$ cat src/shared/alarm_status_pkg.sv
// Shared register map, field layout and reset values of the alarm status bank
package alarm_status_pkg;

   // ----------------------------------------------------------------
   // Register offsets on the serial management port
   // ----------------------------------------------------------------
   localparam logic [15:0] ADDR_IRQ_ENABLES     = 16'h00c7;
   localparam logic [15:0] ADDR_ENABLE_RSVD     = 16'h00c8;
   localparam logic [15:0] ADDR_STICKY_FLAGS    = 16'h0200;
   localparam logic [15:0] ADDR_STATUS_RSVD_A   = 16'h0201;
   localparam logic [15:0] ADDR_STATUS_RSVD_B   = 16'h0202;
   localparam logic [15:0] ADDR_STATUS_RSVD_C   = 16'h0203;
   localparam logic [15:0] ADDR_PHASE_BUSY      = 16'h0204;
   localparam logic [15:0] ADDR_LOOP0_REF       = 16'h0205;
   localparam logic [15:0] ADDR_LOOP1_REF       = 16'h020f;
   localparam logic [15:0] ADDR_GENERAL_INPUTS  = 16'h0219;
   localparam logic [15:0] ADDR_GLOBAL_IRQ      = 16'h021a;
   localparam logic [15:0] ADDR_BOOT_FAIL       = 16'h021e;
   localparam logic [15:0] ADDR_LOAD_STATUS     = 16'h021f;

   // ----------------------------------------------------------------
   // Field layout of the enable byte and the sticky flag byte
   // ----------------------------------------------------------------
   localparam int LOCK_LOSS_LSB   = 6;   // Bits 7:6, loop 1 on top
   localparam int HOLDOVER_LSB    = 4;   // Bits 5:4, loop 1 on top
   localparam int SIGNAL_LOSS_LSB = 0;   // Bits 3:0, reference 3 on top

   // Loop status byte: feedback-lost bit and selected reference field
   localparam int FEEDBACK_LOST_BIT = 4;
   localparam int SELECTED_REF_LSB  = 0;

   // Global and load status bit positions
   localparam int GLOBAL_IRQ_BIT    = 0;
   localparam int BOOT_FAIL_BIT     = 0;
   localparam int CHECK_OK_N_BIT    = 3;
   localparam int LOAD_DONE_BIT     = 0;

   // ----------------------------------------------------------------
   // Reset values and encodings
   // ----------------------------------------------------------------
   localparam logic [7:0] ENABLES_RESET   = 8'h00;
   localparam logic [7:0] FLAGS_RESET     = 8'h00;
   localparam logic [7:0] RESERVED_READ   = 8'h00;
   localparam logic [2:0] NO_REF_CODE     = 3'h0;   // Any of 000..011 means none
   localparam logic       REF_SELECT_MARK = 1'b1;   // Top bit marks a selection

   // Read-back state of a register access
   typedef enum logic [1:0] {
      ACC_IDLE  = 2'b01,
      ACC_REPLY = 2'b10
   } access_state_t;

endpackage : alarm_status_pkg

$ cat src/rtl/sticky_flag_bank.sv
// Sticky write-one-to-clear flag bank with set priority
`timescale 1ns/10ps
module sticky_flag_bank
   import alarm_status_pkg::*;
#(
   parameter int WIDTH = 8
)
(
   input  wire logic             clock_in,
   input  wire logic             sys_rst_in,
   input  wire logic [WIDTH-1:0] set_in,
   input  wire logic [WIDTH-1:0] clear_in,
   output logic      [WIDTH-1:0] flags_out
);

   // ----------------------------------------------------------------
   // Flag storage
   // ----------------------------------------------------------------
   logic [WIDTH-1:0] flags_q;
   logic [WIDTH-1:0] flags_d;

   // Set beats clear so an alarm in the clearing cycle is never lost
   always_comb
   begin
      flags_d = (flags_q & ~clear_in) | set_in;   // RL5 RL6 RL7 RL21
   end

   // Flags hold until acknowledged; reset starts them all clear
   always_ff @(posedge clock_in)
   begin
      if (sys_rst_in)
         flags_q <= WIDTH'(FLAGS_RESET);   // RL22
      else
         flags_q <= flags_d;
   end

   assign flags_out = flags_q;

endmodule : sticky_flag_bank

$ cat src/rtl/config_load_status.sv
// Latches the outcome of the configuration memory load until reset
`timescale 1ns/10ps
module config_load_status
   import alarm_status_pkg::*;
(
   input  wire logic clock_in,
   input  wire logic sys_rst_in,
   input  wire logic load_failed_in,
   input  wire logic load_done_in,
   input  wire logic check_failed_in,
   output logic      config_load_failed_out,
   output logic      config_load_done_out,
   output logic      config_check_ok_n_out,
   output logic      port_locked_out
);

   // ----------------------------------------------------------------
   // Load outcome latches
   // ----------------------------------------------------------------
   logic failed_q;
   logic done_q;
   logic check_bad_q;

   // Only a reset clears these, so software cannot hide a bad boot
   always_ff @(posedge clock_in)
   begin
      if (sys_rst_in)
      begin
         failed_q    <= 1'b0;
         done_q      <= 1'b0;
         check_bad_q <= 1'b0;
      end
      else
      begin
         failed_q    <= failed_q | load_failed_in;      // RL18
         done_q      <= done_q | load_done_in;          // RL19
         check_bad_q <= check_bad_q | check_failed_in;  // RL20
      end
   end

   assign config_load_failed_out = failed_q;
   assign config_load_done_out   = done_q;
   assign config_check_ok_n_out  = ~check_bad_q;  // RL20
   assign port_locked_out        = check_bad_q;   // RL20

endmodule : config_load_status

$ cat src/rtl/alarm_interrupt_status_bank.sv
// Alarm enables, sticky alarm flags, status readback and interrupt pin
// Notes on behaviour
// RL1: Lock-loss flag reaches the interrupt pin only while its enable is one.
// RL2: Holdover flag reaches the interrupt pin only while its enable is one.
// RL3: Signal-loss flag of each reference reaches the pin only when enabled.
// RL4: Enable byte order: lock-loss 1,0, holdover 1,0, signal-loss 3..0.
// RL5: Any lock-loss, holdover or signal-loss alarm sets its flag.
// RL6: A flag stays set after its alarm goes away.
// RL7: Writing one to a flag bit is the only way to clear it; the code also clears every flag on reset.
// RL8: Holdover flag reads one if a holdover alarm happened since clearing.
// RL9: Signal-loss flag reads one if such an alarm happened since clearing.
// RL10: Host writes zero to reserved bits and ignores their read value.
// RL11: One read-only busy bit per output while phase adjustment runs.
// RL12: Host starts no phase adjustment on an output while it is busy.
// RL13: Selected-reference field codes 000 to 011 mean no reference selected.
// RL14: References 0 to 3 are encoded as 100, 101, 110 and 111.
// RL15: Feedback-lost bit per loop is one while its feedback is lost.
// RL16: General input byte shows present levels of the eight input pins.
// RL17: Global interrupt bit and low pin whenever any enabled flag is set.
// RL18: Boot-failure bit sets on a failed memory load, reset clears it.
// RL19: Load-complete bit sets when the memory load ends, reset clears it.
// RL20: Check-error bit low on failed memory check, port locked until reset.
// RL21: Writing zero to a flag bit leaves it unchanged.
// RL22: Reset leaves enables and flags at zero, pin released.
`timescale 1ns/10ps
module alarm_interrupt_status_bank
   import alarm_status_pkg::*;
#(
   parameter int LOOPS   = 2,
   parameter int REFS    = 4,
   parameter int OUTPUTS = 8,
   parameter int GPIS    = 8
)
(
   input  wire logic               clock_in,
   input  wire logic               sys_rst_in,
   // Register access from the serial management port engine
   input  wire logic [15:0]        reg_addr_in,
   input  wire logic               reg_wr_in,
   input  wire logic [7:0]         reg_wdata_in,
   input  wire logic               reg_rd_in,
   output logic      [7:0]         reg_rdata_out,
   output logic                    reg_rvalid_out,
   // Alarm events from the loops and input monitors
   input  wire logic [LOOPS-1:0]   lock_loss_alarm_in,
   input  wire logic [LOOPS-1:0]   holdover_alarm_in,
   input  wire logic [REFS-1:0]    signal_loss_alarm_in,
   // Live status from the loops, phase adjuster and pins
   input  wire logic [OUTPUTS-1:0] phase_adjust_busy_in,
   input  wire logic [LOOPS-1:0]   loop_ref_valid_in,
   input  wire logic [1:0]         loop0_ref_index_in,
   input  wire logic [1:0]         loop1_ref_index_in,
   input  wire logic               loop0_feedback_lost_in,
   input  wire logic               loop1_feedback_lost_in,
   input  wire logic [GPIS-1:0]    general_input_level_in,
   // Configuration memory loader outcome
   input  wire logic               config_load_failed_in,
   input  wire logic               config_load_done_in,
   input  wire logic               config_check_failed_in,
   // Open-drain interrupt pin and port lock
   output logic                    irq_pin_n_out,
   output logic                    irq_pin_n_oe_out,
   output logic                    serial_port_locked_out
);

   // ----------------------------------------------------------------
   // Helper functions
   // ----------------------------------------------------------------

   // Selected-reference code: top bit marks a selection, low bits index
   function automatic logic [2:0] encode_ref(input logic valid, input logic [1:0] index);
      logic [2:0] code;
      code = NO_REF_CODE;                          // RL13
      if (valid)
         code = {REF_SELECT_MARK, index};           // RL14
      return code;
   endfunction : encode_ref

   // Pack one loop status byte, reserved bits reading zero
   function automatic logic [7:0] loop_byte(input logic lost, input logic [2:0] code);
      logic [7:0] b;
      b = RESERVED_READ;
      b[FEEDBACK_LOST_BIT] = lost;                  // RL15
      b[SELECTED_REF_LSB +: 3] = code;
      return b;
   endfunction : loop_byte

   // ----------------------------------------------------------------
   // Access decode
   // ----------------------------------------------------------------
   logic       port_locked;
   logic       wr_ok;
   logic       enables_wr;
   logic       flags_wr;

   // A locked port takes no writes; reads still answer
   assign wr_ok      = reg_wr_in & ~port_locked;   // RL20
   assign enables_wr = wr_ok & (reg_addr_in == ADDR_IRQ_ENABLES);
   assign flags_wr   = wr_ok & (reg_addr_in == ADDR_STICKY_FLAGS);

   // ----------------------------------------------------------------
   // Interrupt enable register
   // ----------------------------------------------------------------
   logic [7:0] irq_enables_q;
   logic [LOOPS-1:0] lock_loss_irq_enable;
   logic [LOOPS-1:0] holdover_irq_enable;
   logic [REFS-1:0]  signal_loss_irq_enable;

   // Plain read/write byte; reserved neighbour is not stored
   always_ff @(posedge clock_in)
   begin
      if (sys_rst_in)
         irq_enables_q <= ENABLES_RESET;   // RL22
      else if (enables_wr)
         irq_enables_q <= reg_wdata_in;
   end

   // Field split of the enable byte
   assign lock_loss_irq_enable   = irq_enables_q[LOCK_LOSS_LSB +: LOOPS];    // RL4
   assign holdover_irq_enable    = irq_enables_q[HOLDOVER_LSB +: LOOPS];     // RL4
   assign signal_loss_irq_enable = irq_enables_q[SIGNAL_LOSS_LSB +: REFS];   // RL4

   // ----------------------------------------------------------------
   // Sticky alarm flags
   // ----------------------------------------------------------------
   logic [7:0] alarm_set;
   logic [7:0] alarm_clear;
   logic [7:0] sticky_flags;
   logic [LOOPS-1:0] lock_loss_flag;
   logic [LOOPS-1:0] holdover_flag;
   logic [REFS-1:0]  signal_loss_flag;

   // Alarms laid out in the same order as the enables
   always_comb
   begin
      alarm_set = 8'h00;
      alarm_set[LOCK_LOSS_LSB +: LOOPS]  = lock_loss_alarm_in;     // RL5
      alarm_set[HOLDOVER_LSB +: LOOPS]   = holdover_alarm_in;      // RL5 RL8
      alarm_set[SIGNAL_LOSS_LSB +: REFS] = signal_loss_alarm_in;   // RL5 RL9
   end

   // Only ones in the written byte clear; zeros leave flags alone
   assign alarm_clear = flags_wr ? reg_wdata_in : 8'h00;   // RL7 RL21

   sticky_flag_bank #(
      .WIDTH      (8)
   ) u_flags (
      .clock_in   (clock_in),
      .sys_rst_in (sys_rst_in),
      .set_in     (alarm_set),
      .clear_in   (alarm_clear),
      .flags_out  (sticky_flags)
   );

   assign lock_loss_flag   = sticky_flags[LOCK_LOSS_LSB +: LOOPS];
   assign holdover_flag    = sticky_flags[HOLDOVER_LSB +: LOOPS];
   assign signal_loss_flag = sticky_flags[SIGNAL_LOSS_LSB +: REFS];

   // ----------------------------------------------------------------
   // Interrupt summary and pin
   // ----------------------------------------------------------------
   logic irq_active_q;
   logic irq_active_d;

   // Each flag is gated by its own enable before the summary
   always_comb
   begin
      irq_active_d = |(lock_loss_flag & lock_loss_irq_enable)      // RL1
                   | |(holdover_flag & holdover_irq_enable)        // RL2
                   | |(signal_loss_flag & signal_loss_irq_enable); // RL3
   end

   // Registered so the pin never glitches on flag and enable skew
   always_ff @(posedge clock_in)
   begin
      if (sys_rst_in)
         irq_active_q <= 1'b0;   // RL22
      else
         irq_active_q <= irq_active_d;   // RL17
   end

   // Open drain: only ever pulls low, released otherwise
   assign irq_pin_n_out    = 1'b0;
   assign irq_pin_n_oe_out = irq_active_q;   // RL17

   // ----------------------------------------------------------------
   // Configuration load status
   // ----------------------------------------------------------------
   logic config_load_failed;
   logic config_load_done;
   logic config_check_ok_n;

   config_load_status u_load (
      .clock_in               (clock_in),
      .sys_rst_in             (sys_rst_in),
      .load_failed_in         (config_load_failed_in),
      .load_done_in           (config_load_done_in),
      .check_failed_in        (config_check_failed_in),
      .config_load_failed_out (config_load_failed),
      .config_load_done_out   (config_load_done),
      .config_check_ok_n_out  (config_check_ok_n),
      .port_locked_out        (port_locked)
   );

   assign serial_port_locked_out = port_locked;

   // ----------------------------------------------------------------
   // Read mux
   // ----------------------------------------------------------------
   logic [7:0] read_mux;
   logic [2:0] loop0_selected_ref;
   logic [2:0] loop1_selected_ref;

   assign loop0_selected_ref = encode_ref(loop_ref_valid_in[0], loop0_ref_index_in);
   assign loop1_selected_ref = encode_ref(loop_ref_valid_in[1], loop1_ref_index_in);

   // Reserved and unmapped offsets read zero; host must not rely on them
   always_comb
   begin
      read_mux = RESERVED_READ;   // RL10
      case (reg_addr_in)
         ADDR_IRQ_ENABLES:    read_mux = irq_enables_q;
         ADDR_STICKY_FLAGS:   read_mux = sticky_flags;
         ADDR_PHASE_BUSY:     read_mux = 8'(phase_adjust_busy_in);   // RL11
         ADDR_LOOP0_REF:      read_mux = loop_byte(loop0_feedback_lost_in, loop0_selected_ref);
         ADDR_LOOP1_REF:      read_mux = loop_byte(loop1_feedback_lost_in, loop1_selected_ref);
         ADDR_GENERAL_INPUTS: read_mux = 8'(general_input_level_in); // RL16
         ADDR_GLOBAL_IRQ:     read_mux[GLOBAL_IRQ_BIT] = irq_active_q; // RL17
         ADDR_BOOT_FAIL:      read_mux[BOOT_FAIL_BIT] = config_load_failed; // RL18
         ADDR_LOAD_STATUS:
         begin
            read_mux[CHECK_OK_N_BIT] = config_check_ok_n;   // RL20
            read_mux[LOAD_DONE_BIT]  = config_load_done;    // RL19
         end
         default:             read_mux = RESERVED_READ;
      endcase
   end

   // ----------------------------------------------------------------
   // Read reply
   // ----------------------------------------------------------------
   access_state_t acc_state_q;
   logic [7:0]    rdata_q;

   // One-cycle reply: data captured at the read edge, shown next cycle
   always_ff @(posedge clock_in)
   begin
      if (sys_rst_in)
      begin
         acc_state_q <= ACC_IDLE;
         rdata_q     <= 8'h00;
      end
      else
      begin
         case (acc_state_q)
            ACC_IDLE:
            begin
               if (reg_rd_in)
               begin
                  acc_state_q <= ACC_REPLY;
                  rdata_q     <= read_mux;
               end
            end
            ACC_REPLY:
            begin
               // Back-to-back reads are served without a gap
               if (reg_rd_in)
                  rdata_q <= read_mux;
               else
                  acc_state_q <= ACC_IDLE;
            end
            default:
               acc_state_q <= ACC_IDLE;
         endcase
      end
   end

   assign reg_rdata_out  = rdata_q;
   assign reg_rvalid_out = (acc_state_q == ACC_REPLY);

endmodule : alarm_interrupt_status_bank

$ cat config.mk
export PLATFORM = sky130hd
export DESIGN_NAME = alarm_interrupt_status_bank
export DESIGN_NICKNAME = d
export VERILOG_FILES = /design/src/shared/alarm_status_pkg.sv /design/src/rtl/sticky_flag_bank.sv /design/src/rtl/config_load_status.sv /design/src/rtl/alarm_interrupt_status_bank.sv
export SDC_FILE = /design/constraint.sdc
export NUM_CORES = 1
export LEC_CHECK = 0
export BUFFER_PORTS_ARGS = -buffer_cell sky130_fd_sc_hd__buf_2
export CAP_MARGIN = 40
export CORE_MARGIN = 2
export CORE_UTILIZATION = 47
export CTS_CLUSTER_DIAMETER = 200
export DETAILED_ROUTE_END_ITERATION = 8
export GPL_TIMING_DRIVEN = 0
export PLACE_DENSITY = 0.89
export SLEW_MARGIN = 20
export SYNTH_ARGS = -nofsm -noshare
export SYNTH_HDL_FRONTEND = slang
export SYNTH_SLANG_ARGS = --single-unit
$ cat constraint.sdc
create_clock -name clock_in -period 2.08 [get_ports clock_in]
set_input_delay 0.416 -clock clock_in [delete_from_list [all_inputs] [get_ports clock_in]]
set_output_delay 0.416 -clock clock_in [all_outputs]
set_load 0.005 [all_outputs]
==> results.txt, run 1 <==
----------------------------------------------------
[Status]
  Result of the run ... completed

[Global routing]
  Antenna violations before repair ... 0
  Pin count of the biggest net entering global routing ... 11
  Congestion Overflow GR ... 0
  First-pass GRT wire length ... 8000 um
  Number of global-route vias before repair ... roughly 1.7k
  All-layer global routing usage ... 0.251

[Hold path]
  Min-Delay Path Depth ... 3
  Classification of the worst-slack hold path ... in2reg

[STA]
  Highest clock rate ... approximately 530 MHz
  Unrepaired setup endpoints after global routing ... false
  Setup TNS Final ... 0 ns
  Final Max Tran Viols ... 0
  Final critical-path share of the clock period ... 0.913
  Min cycle time layout ... about 1.9 ns
  Headroom to the max-slew limit ... 0.628
  Number of hold-slack violations in the final timing report ... 0
  Number of failing setup endpoints in the final timing report ... 0
  Clock skew after layout ... roughly 0.0069 ns
  Worst Max-Slew Pin Slew ... 0.550 ns

[Logic synthesis]
  Synth Cell Area ... between 1500 and 2000 um2
  Area fraction of the dominant cell type after synthesis ... 0.351
  Share of synthesized flip-flops with an asynchronous set or reset ... 0
  Average footprint of a synthesized cell ... about 8.4 um2
  Post-Synthesis Net Count ... between 200 and 300
  Portion of the post-synthesis area used by sequential elements ... 0.351
  Most used DFF post-synth ... dfxtp_1
  EDFF count, synth ... 0
  Mapped Cells ... between 200 and 250
  Count of yosys warnings during synthesis ... 0
  Count of unique library cells instantiated by Yosys ... 51
  Top cells by area, synth ... dfxtp_1 35%, nor2_1 7.2%, mux2i_1 5.3%
  Cell accounting for the most synthesized area ... dfxtp_1
  Register bit total from synthesis ... 30

[Worst setup path]
  Worst Setup Start Kind ... flip-flop
  Worst path required time ... 2.30 ns
  Worst-path maximum fanout ... 7
  Endpoint class of the critical path ... flip-flop
  Path depth of the worst reg2reg path ... 7
  Worst Setup Path Type ... reg2reg
  Arrival time of the worst setup path ... 2.12 ns

[Routing]
  Antenna violation net count after detailed routing ... 0
  DRC violations left ... 0
  Routed via count ... between 1.5k and 2k
  Total length of routed wires ... 5060 um
  Post-DR wirelength/cell ... 15.4 um
  Number of vias per cell after detailed routing ... 5.85
  Number of DRC violations after detailed-routing iteration 0 ... ~140
  Number of optimization iterations in the first detailed-route pass ... 5

[CTS]
  Clock H-tree levels ... 2
  CTS clk-pin slew, worst paths ... 0.09 ns
  Number of setup buffers added after CTS ... 0
  Number of buffers inserted by hold repair at cts ... 0
  Sink Count ... 30
  Post-CTS resize count ... 0
  Number of buffers created by CTS ... 5
  Clock root buffer ... clkbuf_4
  Clk Latency, worst-skew pair ... 0.34 ns
  Clock Tree Buf Depth ... 2
  Clock tree from TritonCTS ... done

[Place]
  Placer Congestion ... 0.899
  Port Buffers ... 70
  DPL Wire Length ... 3930 um

[Final layout]
  Area grow syn2layout ... 27.3%
  Ratio of cells with drive above 1 in the final layout ... 0.330
  Diode count ... 0
  Net count reported at finish ... 346
  Fillcell total ... just over 300

[Floorplan]
  I/O pin total ... 75
  Die boundary width ... 64.4 um
  Initial cell density of the core ... 0.501
  Floorplan die height ... 64.4 um
  FP Rows ... 21
  Area of the die ... 4140 um2
  Floorplan core area ... ~3400 um2

[Pwr]
  Peak VDD IR ... 379 uV
  Total power after layout ... between 1 and 1.5 mW
  Static leakage ... 0.894 nW
  Power density normalized to cell area ... 545 nW/um2

[Flow run]
  Count of maximum capacitance violations ... 0

----------------------------------------------------
==> stage by stage <==
step	cell area, um2	hold WS [ns]	cells	setup WS [ns]	util
detailed placement	2120	0.443	320	-0.0611	0.621
CTS	2180	0.274	328	0.199	0.638
global placement	2120	0.433	320	-0.0213	0.621
finish	2180	0.274	328	0.181	0.638
global route	2180	0.279	328	0.0735	0.638
floorplan	1710	0.438	204	0.243	-
==> placed cells by master (no fill, tap or decap), drive strengths merged, types with 3 or more instances in the layout <==
master / Yosys / final
clkbuf: 7 / 14
buf: 6 / 76
a22oi: 6 / 6
a32o: 6 / 6
and3: 4 / 4
a21oi: 11 / 11
nor3: 5 / 5
and2: 7 / 7
mux2i: 9 / 9
nand2: 10 / 10
o21ai: 8 / 8
nand4: 9 / 9
nor2b: 4 / 4
dfxtp: 30 / 30
nor4: 3 / 3
nor2: 33 / 33
a221oi: 7 / 7
inv: 4 / 4
==> cell families (layout without fill, tap and decap cells) <==
logic type      after synthesis  after routing  synth area share
compound gates               56             56             0.256
fa+ha+maj                     2              2            0.0146
buf+inv                      17             95            0.0460
flops                        30             30             0.351
mux                           9              9            0.0526
other cells                   1              1           0.00219
simple gates                 89             89             0.278
==> final cells by class <==
class,instances,area [um2],area share
plain buffers,13,63.8,0.0293
repair buffers,70,350,0.161
well taps,46,57.6,0.0264
clock inverters,1,5.00,0.00229
inverters,4,15.0,0.00688
clock buffers,7,55.1,0.0252
flip-flops and latches,30,601,0.275
multi-input cells,157,1030,0.474
==> registers in the layout (all words and copies together), names as in the netlist <==
signal	count
acc_state_q	2
irq_enables_q	8
irq_pin_n_oe_out	1
reg_rdata_out	8
u_flags.flags_out	8
u_load.config_load_done_out	1
u_load.config_load_failed_out	1
u_load.port_locked_out	1
==> where the power goes <==
group	switching [mW]	leakage [nW]	internal (mW)	total (mW)
combinational	0.110	0.612	0.0943	0.205
clock	0.203	0.0353	0.164	0.366
sequential	0.0192	0.246	0.599	0.618
total	0.332	0.894	0.856	1.19
==> metal layers <==
metal	share of wire	GRT usage	up-vias
met3	0.097	0.0669	7
met4	0.014	0.0957	0
li1	-	-	937
met5	0	0	-
met1	0.43	0.328	870
met2	0.46	0.393	105
==> cells in the mapped netlist, drive strengths merged (2+ instances only) <==
cell type	number
nor2	33
dfxtp	30
a21oi	11
nand2	10
mux2i	9
nand4	9
o21ai	8
a221oi	7
and2	7
clkbuf	7
a22oi	6
a32o	6
buf	6
nor3	5
and3	4
inv	4
nor2b	4
nor4	3
a2111oi	2
a211oi	2
a22o	2
and4	2
ha	2
nand2b	2
nand3	2
o21a	2
o31ai	2
or4	2
or4b	2
==> final timing paths <==
path	from	to	slack, ns
max	acc_state_q[0]	reg_rdata_out[1]	0.18
min	config_check_failed_in	u_load.port_locked_out	0.27
max reg2reg	acc_state_q[0]	reg_rdata_out[1]	0.18
min reg2reg	reg_rdata_out[7]	reg_rdata_out[7]	0.45
==> critical path, stage by stage, from the launching register on <==
cell,delay [ns]
dfxtp_1,0.36
inv_1,0.06
ha_1,0.29
nor2b_1,0.30
nor2_1,0.21
and2_1,0.21
a311oi_1,0.25
a22oi_1,0.10
Power figures use the tool's default switching activity.
==> inputs of run 2 (changes only) <==
clock period = 1.9 ns   (was 2.08 ns; I/O delays follow)
==> run 2 against run 1 <==
Net effect:
- setup slack got worse by 0.080 ns
- register-to-register slack got worse by 0.08 ns
- largest power group unchanged
- clock skew down 0.0042 ns
- highest routed layer unchanged
- combinational power rose by 10%
- clock-buffer cell count unchanged
- critical endpoint unchanged
- non-clock buffer count is the same
- via count grew 0.42%
==> results.txt, run 2 (synthesis results as in run 1) <==
----------------------------------------------------
[Routing]
  Number of vias per cell after detailed routing ... 5.88
  DRC violations left ... 0
  Routed via count ... 1,927
  Total length of routed wires ... 5100 um
  Antenna violation net count after detailed routing ... 0
  Post-DR wirelength/cell ... 15.5 um
  Number of DRC violations after detailed-routing iteration 0 ... around 190
  Number of optimization iterations in the first detailed-route pass ... 4

[STA]
  Final Hold Slack ... 0.238 ns
  Unrepaired setup endpoints after global routing ... false
  Clock skew after layout ... 0.00260 ns
  Minimum setup slack in the final design ... between 0.1 and 0.15 ns
  Headroom to the max-slew limit ... 0.624
  Min cycle time layout ... 1.80 ns
  Worst Max-Slew Pin Slew ... 0.556 ns
  Number of hold-slack violations in the final timing report ... 0
  Final Max Tran Viols ... 0
  Highest clock rate ... approximately 560 MHz
  Number of failing setup endpoints in the final timing report ... 0
  Final critical-path share of the clock period ... 0.947

[Pwr]
  Gate power share ... 0.173
  Portion of total power attributed to sequential cells ... 0.517
  Peak VDD IR ... 418 uV
  Static leakage ... 0.898 nW
  Power share of the clock group ... 0.310
  Switching power as a share of total power ... 0.282
  Internal power component ... about 940 uW
  Reported net switching power ... approximately 370 uW
  Power density normalized to cell area ... ~600 nW/um2
  Total power after layout ... ~1.3 mW

[Floorplan]
  FP Rows ... 21
  Floorplan die height ... 64.4 um
  Initial cell density of the core ... 0.501
  Floorplan core area ... 3420 um2
  I/O pin total ... 75
  Area of the die ... 4140 um2
  Die boundary width ... 64.4 um

[Final layout]
  Net count reported at finish ... 346
  Diode count ... 0
  Area grow syn2layout ... 27.5%
  Commonest cells after routing, fill and taps aside ... 73 x buf_2, 33 x nor2_1, 30 x dfxtp_1
  Ratio of cells with drive above 1 in the final layout ... 0.337
  Most common library cell in the layout ignoring fill and taps ... buf_2

[CTS]
  Clk Latency, worst-skew pair ... 0.34 ns
  Number of buffers created by CTS ... 5
  Clock tree from TritonCTS ... done
  Clock Tree Buf Depth ... 2
  CTS clk-pin slew, worst paths ... 0.09 ns
  Sink Count ... 30
  Clock root buffer ... clkbuf_4
  Clock H-tree levels ... 2

[Global routing]
  All-layer global routing usage ... 0.251
  Pin count of the biggest net entering global routing ... 11
  Antenna violations before repair ... 0
  Congestion Overflow GR ... 0
  Number of global-route vias before repair ... 1,712
  First-pass GRT wire length ... 8000 um

[Worst setup path]
  Worst Setup Path Type ... reg2reg
  Crit-path leading delay family ... simple AND/OR/NAND/NOR gates
  Worst-path maximum fanout ... 7
  Endpoint class of the critical path ... flip-flop
  Critical path buffers and inverters ... 1
  Worst Setup Start Kind ... flip-flop
  Master of the slowest instance on the critical path ... dfxtp_1
  Worst path required time ... 2.12 ns
  Critical path cell sequence ... inv_1 -> ha_1 -> nor2b_2 -> nor2_1 -> and2_1 -> a311oi_1 -> a22oi_1
  Arrival time of the worst setup path ... between 2 and 2.5 ns
  FF-to-FF setup slack ... 0.10 ns
  Delay of the slowest critical-path stage ... 0.36 ns

[Place]
  DPL Wire Length ... roughly 3900 um
  Placer Congestion ... 0.899
  Port Buffers ... 70
  Dpl ws ... -0.205 ns

[Hold path]
  Classification of the worst-slack hold path ... in2reg

[Status]
  Result of the run ... completed

[Flow run]
  Count of maximum capacitance violations ... 0

----------------------------------------------------
==> run 2: cell counts in the layout (fill, tap and decap cells not counted) <==
No cell type changed its count.
==> run 2: what timing repair did <==
action                                  CTS  global route
resized for setup                         0             3
endpoints found under the setup margin    0             4
setup buffers                             0             0
endpoints found under the hold margin     0             0
hold buffers                              0             0
==> run 2: cell type report <==
| type | count | area [um2] |
|---|---|---|
| Inverter | 4 | 15.0 |
| Timing Repair Buffer | 70 | 350 |
| Clock buffer | 7 | 55.1 |
| Multi-Input combinational cell | 157 | 1040 |
| Buffer | 13 | 65.1 |
| Sequential cell | 30 | 601 |
| Tap cell | 46 | 57.6 |
| Fill cell | 302 | 1230 |
| Clock inverter | 1 | 5.00 |
==> run 2: worst paths after layout <==
path | depth (start not counted) | endpoint | startpoint
max reg2reg | 7 | reg_rdata_out[1] | acc_state_q[0]
min | 3 | u_load.port_locked_out | config_check_failed_in
max | 7 | reg_rdata_out[1] | acc_state_q[0]
min reg2reg | 2 | reg_rdata_out[7] | reg_rdata_out[7]
==> run 2: power by group through the flow <==
stage / registers [mW] / logic (mW) / clock network (mW)
final: 0.676 / 0.226 / 0.406
after global routing: 0.680 / 0.251 / 0.440
after CTS: 0.676 / 0.222 / 0.406
after detailed placement: 0.690 / 0.220 / 0
after global placement: 0.689 / 0.215 / 0
after floorplan: 0.684 / 0.112 / 0
==> run 2: worst min-delay path: cells and delay by family <==
family        cells  cell delay (ns)
simple gates      2             0.09
buf+inv           1             0.07
==> run 2: per-layer routing <==
| layer | vias to the layer above | track usage | share of wire |
|---|---|---|---|
| met1 | 868 | 0.328 | 0.42 |
| met5 | - | 0 | 0 |
| met4 | 0 | 0.0957 | 0.014 |
| met3 | 7 | 0.0669 | 0.11 |
| li1 | 936 | - | - |
| met2 | 116 | 0.393 | 0.46 |
==> run 2: through the flow <==
stage,cells,TNS (ns),area (um2),util
final,328,0,2180,0.640
after global routing,328,0,2180,0.640
after CTS,328,0,2180,0.638
after detailed placement,320,-3.83,2120,0.621
after global placement,320,-2.86,2120,0.621
after floorplan,204,0,1710,-
